<file path="src/shared/rltcm_pkg.sv">
// Notes on behaviour
// - one-shot: reach reload, interrupt, 0001, stop
// - one-shot: output inverted one clock
// - timed modes count prescaled system clock
// - one-shot time is (reload-start) times prescale; the logic takes (reload-start+1) times prescale
// - continuous: reach reload, interrupt, 0001, continue
// - other modes toggle output at each reload
// - start count only for first pass
// - continuous period is reload times prescale
// - counter mode counts input pin edges
// - counter mode bypasses the prescaler
// - counter edge select sets initial output
// - comparator mode counts comparator edges, no prescale
// - counter modes reload to 0001 and resume
// - count minus start equals counted edges
// - FFFF without match rolls to 0000
// - prescale divides by 1 to 128
package rltcm_pkg;
    // register byte offsets
    localparam logic [7:0] CTRL_OFS = 8'h00;
    localparam logic [7:0] COUNT_OFS = 8'h04;
    localparam logic [7:0] RELOAD_OFS = 8'h08;
    localparam logic [7:0] STATUS_OFS = 8'h0C;
    // control field positions
    localparam int CTRL_EN_BIT = 0;
    localparam int CTRL_POL_BIT = 1;
    localparam int CTRL_OUTEN_BIT = 2;
    localparam int CTRL_MODE_LSB = 4;
    localparam int CTRL_PRE_LSB = 8;
    // reset and reload values
    localparam logic [15:0] COUNT_RESTART = 16'h0001;
    localparam logic [15:0] COUNT_RESET = 16'h0000;
    localparam logic [15:0] RELOAD_RESET = 16'h0000;
    localparam logic [6:0] PRE_RESET = 7'h00;
    localparam logic [1:0] AXI_OKAY = 2'b00;
    localparam logic [1:0] AXI_SLVERR = 2'b10;
    // timer modes
    typedef enum logic [1:0] {
        MODE_ONESHOT = 2'd0,
        MODE_CONT = 2'd1,
        MODE_COUNTER = 2'd2,
        MODE_CMPCNT = 2'd3
    } rltcm_mode_t;
    // control word as held
    typedef struct packed {
        logic [6:0] preMinus1; // divide = value + 1
        rltcm_mode_t mode;
        logic outEn;
        logic outputPolarityBit;
        logic enable;
    } rltcm_ctrl_t;
endpackage

</file>
<file path="src/hdl/rltcm_timer.sv">
// Our own choices: the address map and the AXI4-Lite slave port.
`timescale 1ns/1ps
module rltcm_timer
    import rltcm_pkg::*;
(
    input wire logic sys_clk, // 40 MHz system clock
    input wire logic rstn, // async reset, active low
    input wire logic [7:0] s_axi_awaddr, // write address
    input wire logic s_axi_awvalid, // write address valid
    output logic s_axi_awready, // write address ready
    input wire logic [31:0] s_axi_wdata, // write data
    input wire logic [3:0] s_axi_wstrb, // write strobes
    input wire logic s_axi_wvalid, // write data valid
    output logic s_axi_wready, // write data ready
    output logic [1:0] s_axi_bresp, // write response
    output logic s_axi_bvalid, // write response valid
    input wire logic s_axi_bready, // write response ready
    input wire logic [7:0] s_axi_araddr, // read address
    input wire logic s_axi_arvalid, // read address valid
    output logic s_axi_arready, // read address ready
    output logic [31:0] s_axi_rdata, // read data
    output logic [1:0] s_axi_rresp, // read response
    output logic s_axi_rvalid, // read valid
    input wire logic s_axi_rready, // read ready
    input wire logic timerInPin, // timer input pin, asynchronous
    input wire logic cmpOut, // analog comparator output, asynchronous
    output logic timerOut, // timer output level
    output logic timerOutEn, // timer output alternate function enabled
    output logic reloadPulse // one-cycle pulse at each reload
);
    ////////////////////////////////////////////////////////////////////////
    // state
    rltcm_ctrl_t ctrl_q, ctrl_d; // control register
    logic [15:0] count_q, count_d; // live count
    logic [15:0] reload_q, reload_d; // reload value
    logic [6:0] pre_q, pre_d; // prescale counter
    logic match_q, match_d; // count equalled reload last edge
    logic reloadGo; // reload action applied at this edge
    logic outLvl_q, outLvl_d; // lasting output level
    logic pulse_q, pulse_d; // one-shot single-cycle inversion
    logic rel_q, rel_d; // reload pulse output
    logic reloaded_q, reloaded_d; // sticky reload seen, for status
    logic [2:0] tinSync_q, tinSync_d; // input sync plus history
    logic [2:0] cmpSync_q, cmpSync_d; // comparator sync plus history
    logic awHeld_q, awHeld_d, wHeld_q, wHeld_d; // captured halves
    logic [7:0] awAddr_q, awAddr_d; // captured write address
    logic [31:0] wData_q, wData_d; // captured write data
    logic [3:0] wStrb_q, wStrb_d; // captured strobes
    logic bvalid_q, bvalid_d; // write response pending
    logic [1:0] bresp_q, bresp_d; // write response code
    logic rvalid_q, rvalid_d; // read data pending
    logic [31:0] rdata_q, rdata_d; // read data
    logic [1:0] rresp_q, rresp_d; // read response code

    // byte-lane merge for a 16-bit register
    function automatic logic [15:0] merge16(input logic [15:0] old, input logic [31:0] d,
                                            input logic [3:0] s);
        merge16 = {s[1] ? d[15:8] : old[15:8], s[0] ? d[7:0] : old[7:0]};
    endfunction

    // true for the edge picked by the polarity bit
    function automatic logic edgeSeen(input logic [2:0] h, input logic pol);
        edgeSeen = pol ? (h[1] & ~h[2]) : (~h[1] & h[2]);
    endfunction

    ////////////////////////////////////////////////////////////////////////
    // bus and timer next-state logic
    always_comb begin
        logic wrGo;
        logic tick;
        logic isTimed;
        logic [15:0] nextCnt;
        wrGo = 1'b0;
        tick = 1'b0;
        isTimed = 1'b0;
        nextCnt = 16'h0000;
        reloadGo = 1'b0;
        ctrl_d = ctrl_q;
        count_d = count_q;
        reload_d = reload_q;
        pre_d = pre_q;
        match_d = 1'b0;
        outLvl_d = outLvl_q;
        pulse_d = 1'b0;
        rel_d = 1'b0;
        reloaded_d = reloaded_q;
        // only the second stage and history are read by logic
        tinSync_d = {tinSync_q[1:0], timerInPin};
        cmpSync_d = {cmpSync_q[1:0], cmpOut};
        awHeld_d = awHeld_q;
        wHeld_d = wHeld_q;
        awAddr_d = awAddr_q;
        wData_d = wData_q;
        wStrb_d = wStrb_q;
        bvalid_d = bvalid_q;
        bresp_d = bresp_q;
        rvalid_d = rvalid_q;
        rdata_d = rdata_q;
        rresp_d = rresp_q;

        // address and data may arrive in either order
        if (s_axi_awvalid && !awHeld_q && !bvalid_q) begin
            awHeld_d = 1'b1;
            awAddr_d = s_axi_awaddr;
        end
        if (s_axi_wvalid && !wHeld_q && !bvalid_q) begin
            wHeld_d = 1'b1;
            wData_d = s_axi_wdata;
            wStrb_d = s_axi_wstrb;
        end
        if (bvalid_q && s_axi_bready) begin
            bvalid_d = 1'b0;
        end
        wrGo = awHeld_q && wHeld_q && !bvalid_q;

        // prescaler only in timed modes; counter modes use edges
        isTimed = (ctrl_q.mode == MODE_ONESHOT) || (ctrl_q.mode == MODE_CONT);
        if (ctrl_q.enable) begin
            if (isTimed) begin
                if (pre_q == ctrl_q.preMinus1) begin
                    pre_d = 7'h00;
                    tick = 1'b1;
                end else begin
                    pre_d = pre_q + 7'h01;
                end
            end else if (!match_q && ctrl_q.mode == MODE_COUNTER) begin
                tick = edgeSeen(tinSync_q, ctrl_q.outputPolarityBit);
            end else if (!match_q) begin
                tick = edgeSeen(cmpSync_q, ctrl_q.outputPolarityBit);
            end
        end
        // timed modes spend one more tick on the reload itself, so a pass
        // lasts reload ticks; counter modes reload on the next edge
        reloadGo = match_q && ctrl_q.enable && (!isTimed || tick);

        // equality seen this edge, reload at the next tick in timed modes, at the next edge in counter modes
        if (reloadGo) begin
            count_d = COUNT_RESTART;
            rel_d = 1'b1;
            reloaded_d = 1'b1;
            pre_d = 7'h00;
            if (ctrl_q.mode == MODE_ONESHOT) begin
                ctrl_d.enable = 1'b0;
                pulse_d = 1'b1;
            end else begin
                outLvl_d = ~outLvl_q;
            end
        end else if (tick) begin
            nextCnt = count_q + 16'h0001; // wraps FFFF to 0000
            count_d = nextCnt;
            match_d = (nextCnt == reload_q);
        end else if (match_q && ctrl_q.enable) begin
            // timed modes hold the match until the next prescale tick
            match_d = 1'b1;
        end

        // one-shot level follows polarity bit between pulses
        if (ctrl_q.mode == MODE_ONESHOT) begin
            outLvl_d = ctrl_q.outputPolarityBit;
        end

        // register writes; reloads above lose to a software write, except a status clear
        if (wrGo) begin
            awHeld_d = 1'b0;
            wHeld_d = 1'b0;
            bvalid_d = 1'b1;
            bresp_d = AXI_OKAY;
            unique case (awAddr_q)
                CTRL_OFS: begin
                    if (wStrb_q[0]) begin
                        ctrl_d.enable = wData_q[CTRL_EN_BIT];
                        ctrl_d.outputPolarityBit = wData_q[CTRL_POL_BIT];
                        ctrl_d.outEn = wData_q[CTRL_OUTEN_BIT];
                        ctrl_d.mode = rltcm_mode_t'(wData_q[CTRL_MODE_LSB +: 2]);
                        // disabled setup also sets the start level
                        if (!ctrl_q.enable) begin
                            outLvl_d = wData_q[CTRL_POL_BIT];
                            pre_d = 7'h00;
                        end
                    end
                    if (wStrb_q[1]) begin
                        ctrl_d.preMinus1 = wData_q[CTRL_PRE_LSB +: 7];
                    end
                end
                COUNT_OFS: begin
                    count_d = merge16(count_q, wData_q, wStrb_q);
                    match_d = 1'b0;
                end
                RELOAD_OFS: reload_d = merge16(reload_q, wData_q, wStrb_q);
                STATUS_OFS: begin
                    // write one clears; a reload in this cycle wins
                    if (wStrb_q[0] && wData_q[0] && !reloadGo) begin
                        reloaded_d = 1'b0;
                    end
                end
                default: bresp_d = AXI_SLVERR;
            endcase
        end

        // read channel
        if (rvalid_q && s_axi_rready) begin
            rvalid_d = 1'b0;
        end
        if (s_axi_arvalid && !rvalid_q) begin
            rvalid_d = 1'b1;
            rresp_d = AXI_OKAY;
            unique case (s_axi_araddr)
                CTRL_OFS: rdata_d = {17'h0_0000, ctrl_q.preMinus1, 2'b00,
                                     ctrl_q.mode, 1'b0, ctrl_q.outEn,
                                     ctrl_q.outputPolarityBit, ctrl_q.enable};
                COUNT_OFS: rdata_d = {16'h0000, count_q};
                RELOAD_OFS: rdata_d = {16'h0000, reload_q};
                STATUS_OFS: rdata_d = {30'h0000_0000, timerOut, reloaded_q};
                default: begin
                    rdata_d = 32'h0000_0000;
                    rresp_d = AXI_SLVERR;
                end
            endcase
        end
    end

    ////////////////////////////////////////////////////////////////////////
    // registers
    always_ff @(posedge sys_clk or negedge rstn) begin
        if (!rstn) begin
            ctrl_q <= '{PRE_RESET, MODE_ONESHOT, 1'b0, 1'b0, 1'b0};
            count_q <= COUNT_RESET;
            reload_q <= RELOAD_RESET;
            pre_q <= 7'h00;
            match_q <= 1'b0;
            outLvl_q <= 1'b0;
            pulse_q <= 1'b0;
            rel_q <= 1'b0;
            reloaded_q <= 1'b0;
            tinSync_q <= 3'b000;
            cmpSync_q <= 3'b000;
            awHeld_q <= 1'b0;
            wHeld_q <= 1'b0;
            awAddr_q <= 8'h00;
            wData_q <= 32'h0000_0000;
            wStrb_q <= 4'h0;
            bvalid_q <= 1'b0;
            bresp_q <= AXI_OKAY;
            rvalid_q <= 1'b0;
            rdata_q <= 32'h0000_0000;
            rresp_q <= AXI_OKAY;
        end else begin
            ctrl_q <= ctrl_d;
            count_q <= count_d;
            reload_q <= reload_d;
            pre_q <= pre_d;
            match_q <= match_d;
            outLvl_q <= outLvl_d;
            pulse_q <= pulse_d;
            rel_q <= rel_d;
            reloaded_q <= reloaded_d;
            tinSync_q <= tinSync_d;
            cmpSync_q <= cmpSync_d;
            awHeld_q <= awHeld_d;
            wHeld_q <= wHeld_d;
            awAddr_q <= awAddr_d;
            wData_q <= wData_d;
            wStrb_q <= wStrb_d;
            bvalid_q <= bvalid_d;
            bresp_q <= bresp_d;
            rvalid_q <= rvalid_d;
            rdata_q <= rdata_d;
            rresp_q <= rresp_d;
        end
    end

    // outputs from flip-flops; timerOut and the ready outputs through a gate
    assign timerOut = outLvl_q ^ pulse_q;
    assign timerOutEn = ctrl_q.outEn;
    assign reloadPulse = rel_q;
    assign s_axi_awready = !awHeld_q && !bvalid_q;
    assign s_axi_wready = !wHeld_q && !bvalid_q;
    assign s_axi_bvalid = bvalid_q;
    assign s_axi_bresp = bresp_q;
    assign s_axi_arready = !rvalid_q;
    assign s_axi_rvalid = rvalid_q;
    assign s_axi_rdata = rdata_q;
    assign s_axi_rresp = rresp_q;
endmodule

</file>
<file path="config.mk">
export PLATFORM = sky130hd
export DESIGN_NAME = rltcm_timer
export DESIGN_NICKNAME = d
export VERILOG_FILES = /design/src/shared/rltcm_pkg.sv /design/src/hdl/rltcm_timer.sv
export SDC_FILE = /design/constraint.sdc
export NUM_CORES = 1
export LEC_CHECK = 0
export BUFFER_PORTS_ARGS = -buffer_cell sky130_fd_sc_hd__buf_2
export CAP_MARGIN = 15
export CORE_MARGIN = 4
export CORE_UTILIZATION = 30
export CTS_BUF_LIST = sky130_fd_sc_hd__clkbuf_8
export CTS_CLUSTER_SIZE = 30
export DETAILED_ROUTE_END_ITERATION = 12
export SYNTH_ARGS = -nofsm -noshare
export SYNTH_HDL_FRONTEND = slang
export SYNTH_SLANG_ARGS = --single-unit
</file>
<file path="constraint.sdc">
create_clock -name sys_clk -period 1.9 [get_ports sys_clk]
set_input_delay 0.095 -clock sys_clk [delete_from_list [all_inputs] [get_ports sys_clk]]
set_output_delay 0.095 -clock sys_clk [all_outputs]
set_load 0.02 [all_outputs]
</file>
### Word-level counts from Yosys, hierarchy flattened

Index checks and enable logic that the tools add are counted.

* reduce and logical (&&, ||, !) cells: 38
* muxes and demuxes: 55
* eq/ne operators: 12
* $add $sub $neg: 2
* bitwise gates (word level): 10

Operators by type and width (count)
* $mux W16: 4
* $pmux W16 S4: 1
* $mux W7: 8
* $mux W1: 38
* $eq A8 B4 Y1 const B: 4
* $add A16 B1 Y16 const B: 1
* $eq A16 B16 Y1: 1
* $eq A8 B3 Y1 const B: 2
* $logic_and A1 B1 Y1: 16
* $logic_not A8 Y1: 2
* $mux W8: 2
* $reduce_and A3 Y1: 4
* $reduce_bool A2 Y1: 4
* $reduce_or A4 Y1: 2
* $add A7 B1 Y7 const B: 1
* $eq A7 B7 Y1: 1
* $logic_not A1 Y1: 7
* $ne A3 B3 Y1 const B: 2
* $not A1 Y1: 5
* $and A1 B1 Y1: 4
* $mux W2: 2
* $eq A2 B1 Y1 const B: 1
* $eq A2 B2 Y1 const B: 1
* $logic_not A2 Y1: 1
* other kinds (2): 3

* word-level logic and storage cells: 144
* output and inout bits: 44
* bits of input ports: 61
* bits in registers: 128

### Depth between registers and ports, before layout

* depth in word-level cells: 15
* mapped depth: 9
* depth with buffers taken out: 7

### Least setup slack after synthesis

No wires, ideal clock.

* path kind: register to register
* start point: reg bvalid_q (netlist: s_axi_bvalid)
* end point: reg wData_q[10]
* setup time: 0.125 ns
* slack: -0.246 ns
* data required time: 1.775 ns
* arrival time: 2.021 ns
* period minus slack after synthesis: 2.146 ns
* path buffers: 2
* cell stages (with the launch flop): 6
* cells stage by stage: dfrtp_1 nor2_1 and2_1 clkbuf_1 buf_1 mux2_2

* cells in the longest elaborated chain, start to end: 2

Ends and longest elaborated chain
* start: declaration: RTL line rltcm_timer.sv:49 `logic bvalid_q, bvalid_d;`
* start signal: assignment: RTL line rltcm_timer.sv:264 `bvalid_q <= bvalid_d;`
* $logic_not A1 Y1: RTL line rltcm_timer.sv:106 `if (s_axi_wvalid && !wHeld_q && !bvalid_q) begin`
* $logic_and A1 B1 Y1: RTL line rltcm_timer.sv:106
* end signal: assignment: RTL line rltcm_timer.sv:262 `wData_q <= wData_d;`
* end: declaration: RTL line rltcm_timer.sv:47 `logic [31:0] wData_q, wData_d;`

Every way passes these cells.
A chain may end at the register's enable or synchronous reset.

### Final worst setup path

* start point: reg awAddr_q[1]
* end point: reg outLvl_q

* cells in the longest elaborated chain, start to end: 3

Ends and longest elaborated chain
* start: declaration: RTL line rltcm_timer.sv:46 `logic [7:0] awAddr_q, awAddr_d;`
* start signal: assignment: RTL line rltcm_timer.sv:261 `awAddr_q <= awAddr_d;`
* $logic_not A8 Y1: RTL line rltcm_timer.sv:168 `unique case (awAddr_q)`
* $mux W1: RTL line rltcm_timer.sv:168
* $mux W1: RTL line rltcm_timer.sv:163 `if (wrGo) begin`
* net outLvl_d: RTL line rltcm_timer.sv:39 `logic outLvl_q, outLvl_d;`
* end signal: assignment: RTL line rltcm_timer.sv:253 `outLvl_q <= outLvl_d;`
* end: declaration: RTL line rltcm_timer.sv:39

The timed path passes the listed nets, and every way through them passes these cells.

==> impl_results.md <==
* Run status: finished with violations
* Failing checks: negative setup slack
* Hold Path Class: in -> async
* Slew Limit Fails at 0
* Max frequency at 512.7 MHz
* Commonest cells after routing, fill and taps aside: dfrtp_1, buf_4, buf_2, mux2_2, nand2_1
* Met3 Routed Length at 932 µm
* Area taken by multi-input logic gates at 2963 µm²
* Tcrit/Tclk final at 102.6%
* Netlist cell types at 66
* Share of the synthesized area in the top cell type at 47.88%
* Share of cells above drive strength 1 at 41.07%
* Critical path launch point type: flip-flop
* Post-synth EDFFs at 0
* Clock latency on the worst-skew pair at 390 ps
* Minimum clock period at 1950 ps
* Nets at 769
* Commonest non-fill, non-tap cell in the layout: dfrtp_1
* Area contributors post-synth: dfrtp_1, mux2_2, xnor2_1
* Synth-to-Final Area Change at 34.54%
* Initial Util at 30.63%
* Worst Skew at 15.14 ps
* GRT Util Overall at 14.67%
* Post-Synthesis Cells at 533
* CP Capture Type: flip-flop
* DR iter-0 viols at 325
* TritonRoute pass-1 iters at 5
* Arr. time, crit path at 2270 ps
* Via Count at 4678
* Clk sinks at 110
* Synth Area in Compound Gates at 12.97%
* CP required at 2210 ps
* Post-DP Area at 6858 µm²
* Global placement routability congestion at 0.9251
* CTS Buf Count at 9
* Max_cap viols at 0
* Seq/Total Area, Yosys at 47.88%
* CP Class: reg -> reg
* Number of global-route vias before repair at 4660
* Die area at 21440 µm²
* Die width at 146.4 µm
* Cell area after layout at 7735 µm²
* Pin count of the biggest net entering global routing at 57
* Power density cells at 1027 nW/µm²
* Die height at 146.4 µm
* Async set or reset register ratio after synthesis at 100.0%
* Top_reg_cell synth: dfrtp_1
* Global route overflow at 0
* Final setup margin at -50.27 ps
* Post-synthesis cell area at 5749 µm²
* IO buf count at 68
* First-pass GRT wire length at 25220 µm
* Post-Synth Simple-Gate Area at 14.25%
* Met2 wire length at 7066 µm
* Io pins at 105
* Reg area at 2758 µm²
* Biggest area consumer among synthesized cells: dfrtp_1
* FILL cells at 1797
* CTS tree: done
* Worst hold slack at 66.26 ps
* Placed wire-length estimate at 11390 µm
* Drt wl/cell at 16.60 µm
* RSZ-0062 raised after global routing: true
* Worst-path maximum fanout at 6
* Leak at 0.003535 µW
* Routed wire length at 15700 µm
* Largest family of logic cells by synthesized area: simple AND/OR/NAND/NOR gates
* Multiplexer area fraction after synthesis at 13.67%
* Initial antenna violation count at 2
* Via density at 4.945
* Worst-case clock buffer depth at 2
* Core Rows at 50
* Clock slew at reported path FFs at 100 ps
* Post-Route M1 WL at 7555 µm
* Syn Area/Cell at 10.79 µm²
* Residual DRC at 0
* DRT antenna net count at 0
* Synth Area in XOR/XNOR at 4.875%
* H-tree depth at 3
* Root Driver: clkbuf_8
* Final Hold Vio Count at 0
* Setup violations, final at 7
* Core Box Area at 18770 µm²
* Yosys warns at 0
* Fraction of the mapped netlist area in adder cells at 0.4353%
* Peak supply drop at 0.6238 mV
* Register bit total from synthesis at 110
* DR top layer: met5
-- through the flow --
| stage | util, % | cells | total power [µW] | TNS (ps) | setup slack, ps |
|---|---|---|---|---|---|
| 5_1_grt | 41.21 | 946 | 8430 | -2854 | -132.4 |
| 6_report | 41.21 | 946 | 7946 | -103.9 | -50.27 |
| 4_1_cts | 39.91 | 938 | 7835 | -503.9 | -75.76 |
| 3_3_place_gp | 36.54 | 884 | 6241 | -1308 | -107.8 |
| 2_1_floorplan | - | 550 | 5112 | -172.5 | -56.78 |
| 3_5_place_dp | 36.54 | 884 | 6269 | -2329 | -136.2 |
-- logic make-up after synthesis --
group,count (synthesis)
AND/OR/NAND/NOR,147
flip-flops,110
AO/OA/AOI/OAI,109
multiplexers,69
buffers and inverters,63
XOR/XNOR,32
adder cells (fa/ha/maj),2
other,1
-- cells in the mapped netlist (3+ instances only) --
| cell | instances |
|---|---|
| and2_1 | 6 |
| a21oi_1 | 19 |
| xor2_1 | 13 |
| nand2_1 | 38 |
| mux2i_1 | 11 |
| a22o_1 | 12 |
| nand3_1 | 16 |
| o21ai_1 | 6 |
| a22oi_1 | 8 |
| a211oi_1 | 3 |
| a21o_1 | 4 |
| o31ai_1 | 5 |
| mux2_2 | 55 |
| o21ai_0 | 28 |
| inv_1 | 14 |
| nor4_1 | 9 |
| nor2b_1 | 6 |
| dfrtp_1 | 110 |
| buf_4 | 21 |
| nor3_1 | 11 |
| nand4_1 | 7 |
| xnor2_1 | 19 |
| o22ai_1 | 3 |
| nor2_1 | 24 |
| o21a_1 | 5 |
| or3_1 | 6 |
| and4_1 | 3 |
| buf_2 | 9 |
| clkbuf_1 | 13 |
-- what timing repair did --
action / 4_1_cts / 5_1_grt
gates resized for setup: 18 / 48
setup endpoints to repair: 36 / 41
cloned: 0 / 1
setup buffers: 5 / 6
hold endpoints to repair: 142 / 0
hold buffers: 33 / 0
pin swaps: 8 / 19
-- sequential cells by signal, summed over array words and instances, names as in the netlist, 2 cells and up --
register / count
cmpSync_q: 3
pre_q: 7
wStrb_q: 2
count_q: 16
tinSync_q: 3
s_axi_rdata: 16
wData_q: 16
ctrl_q: 11
reload_q: 16
awAddr_q: 8
-- path summary, 6_finish.rpt --
| kind | start | to | slack (ps) | cells after the start |
|---|---|---|---|---|
| min in group sys_clk | s_axi_araddr[6] | s_axi_rdata[6] | 110 | 4 |
| setup reg to reg | awAddr_q[1] | outLvl_q | -50 | 7 |
| hold / removal | rstn | timerOutEn | 70 | 2 |
| hold reg to reg | cmpSync_q[0] | cmpSync_q[1] | 350 | 0 |
| max in group asynchronous | rstn | reload_q[13] | 1310 | 3 |
| setup / recovery | awAddr_q[1] | outLvl_q | -50 | 7 |
-- layout make-up --
cell class	instances	share of cell area [%]
repair buffers	193	19.04
multi-input cells	377	38.30
flip-flops and latches	110	35.65
clock buffers	9	1.601
diodes	1	0.03235
well taps	234	3.785
inverters	15	0.7279
clock inverters	7	0.8573
-- routing by layer --
| layer | track usage [%] | vias to the layer above |
|---|---|---|
| li1 | - | 2232 |
| met1 | 21.13 | 2287 |
| met2 | 22.46 | 142 |
| met3 | 3.786 | 15 |
| met4 | 2.963 | 2 |
| met5 | 0 | - |
-- worst max-delay path, cell delays in order (launching register included) --
cell      delay [ps]
dfrtp_1          420
nor4_4           330
nand3_2          110
or4b_4           500
buf_6            160
nor2_8           110
nor2_2            50
a211oi_2         200
-- where the power goes --
part           leakage [µW]  switching [µW]  internal (µW)
combinational       0.00200            1530           1540
clock             0.0000982             817            603
sequential          0.00144             593           2870
No activity file was read; power rests on OpenSTA's default activity.
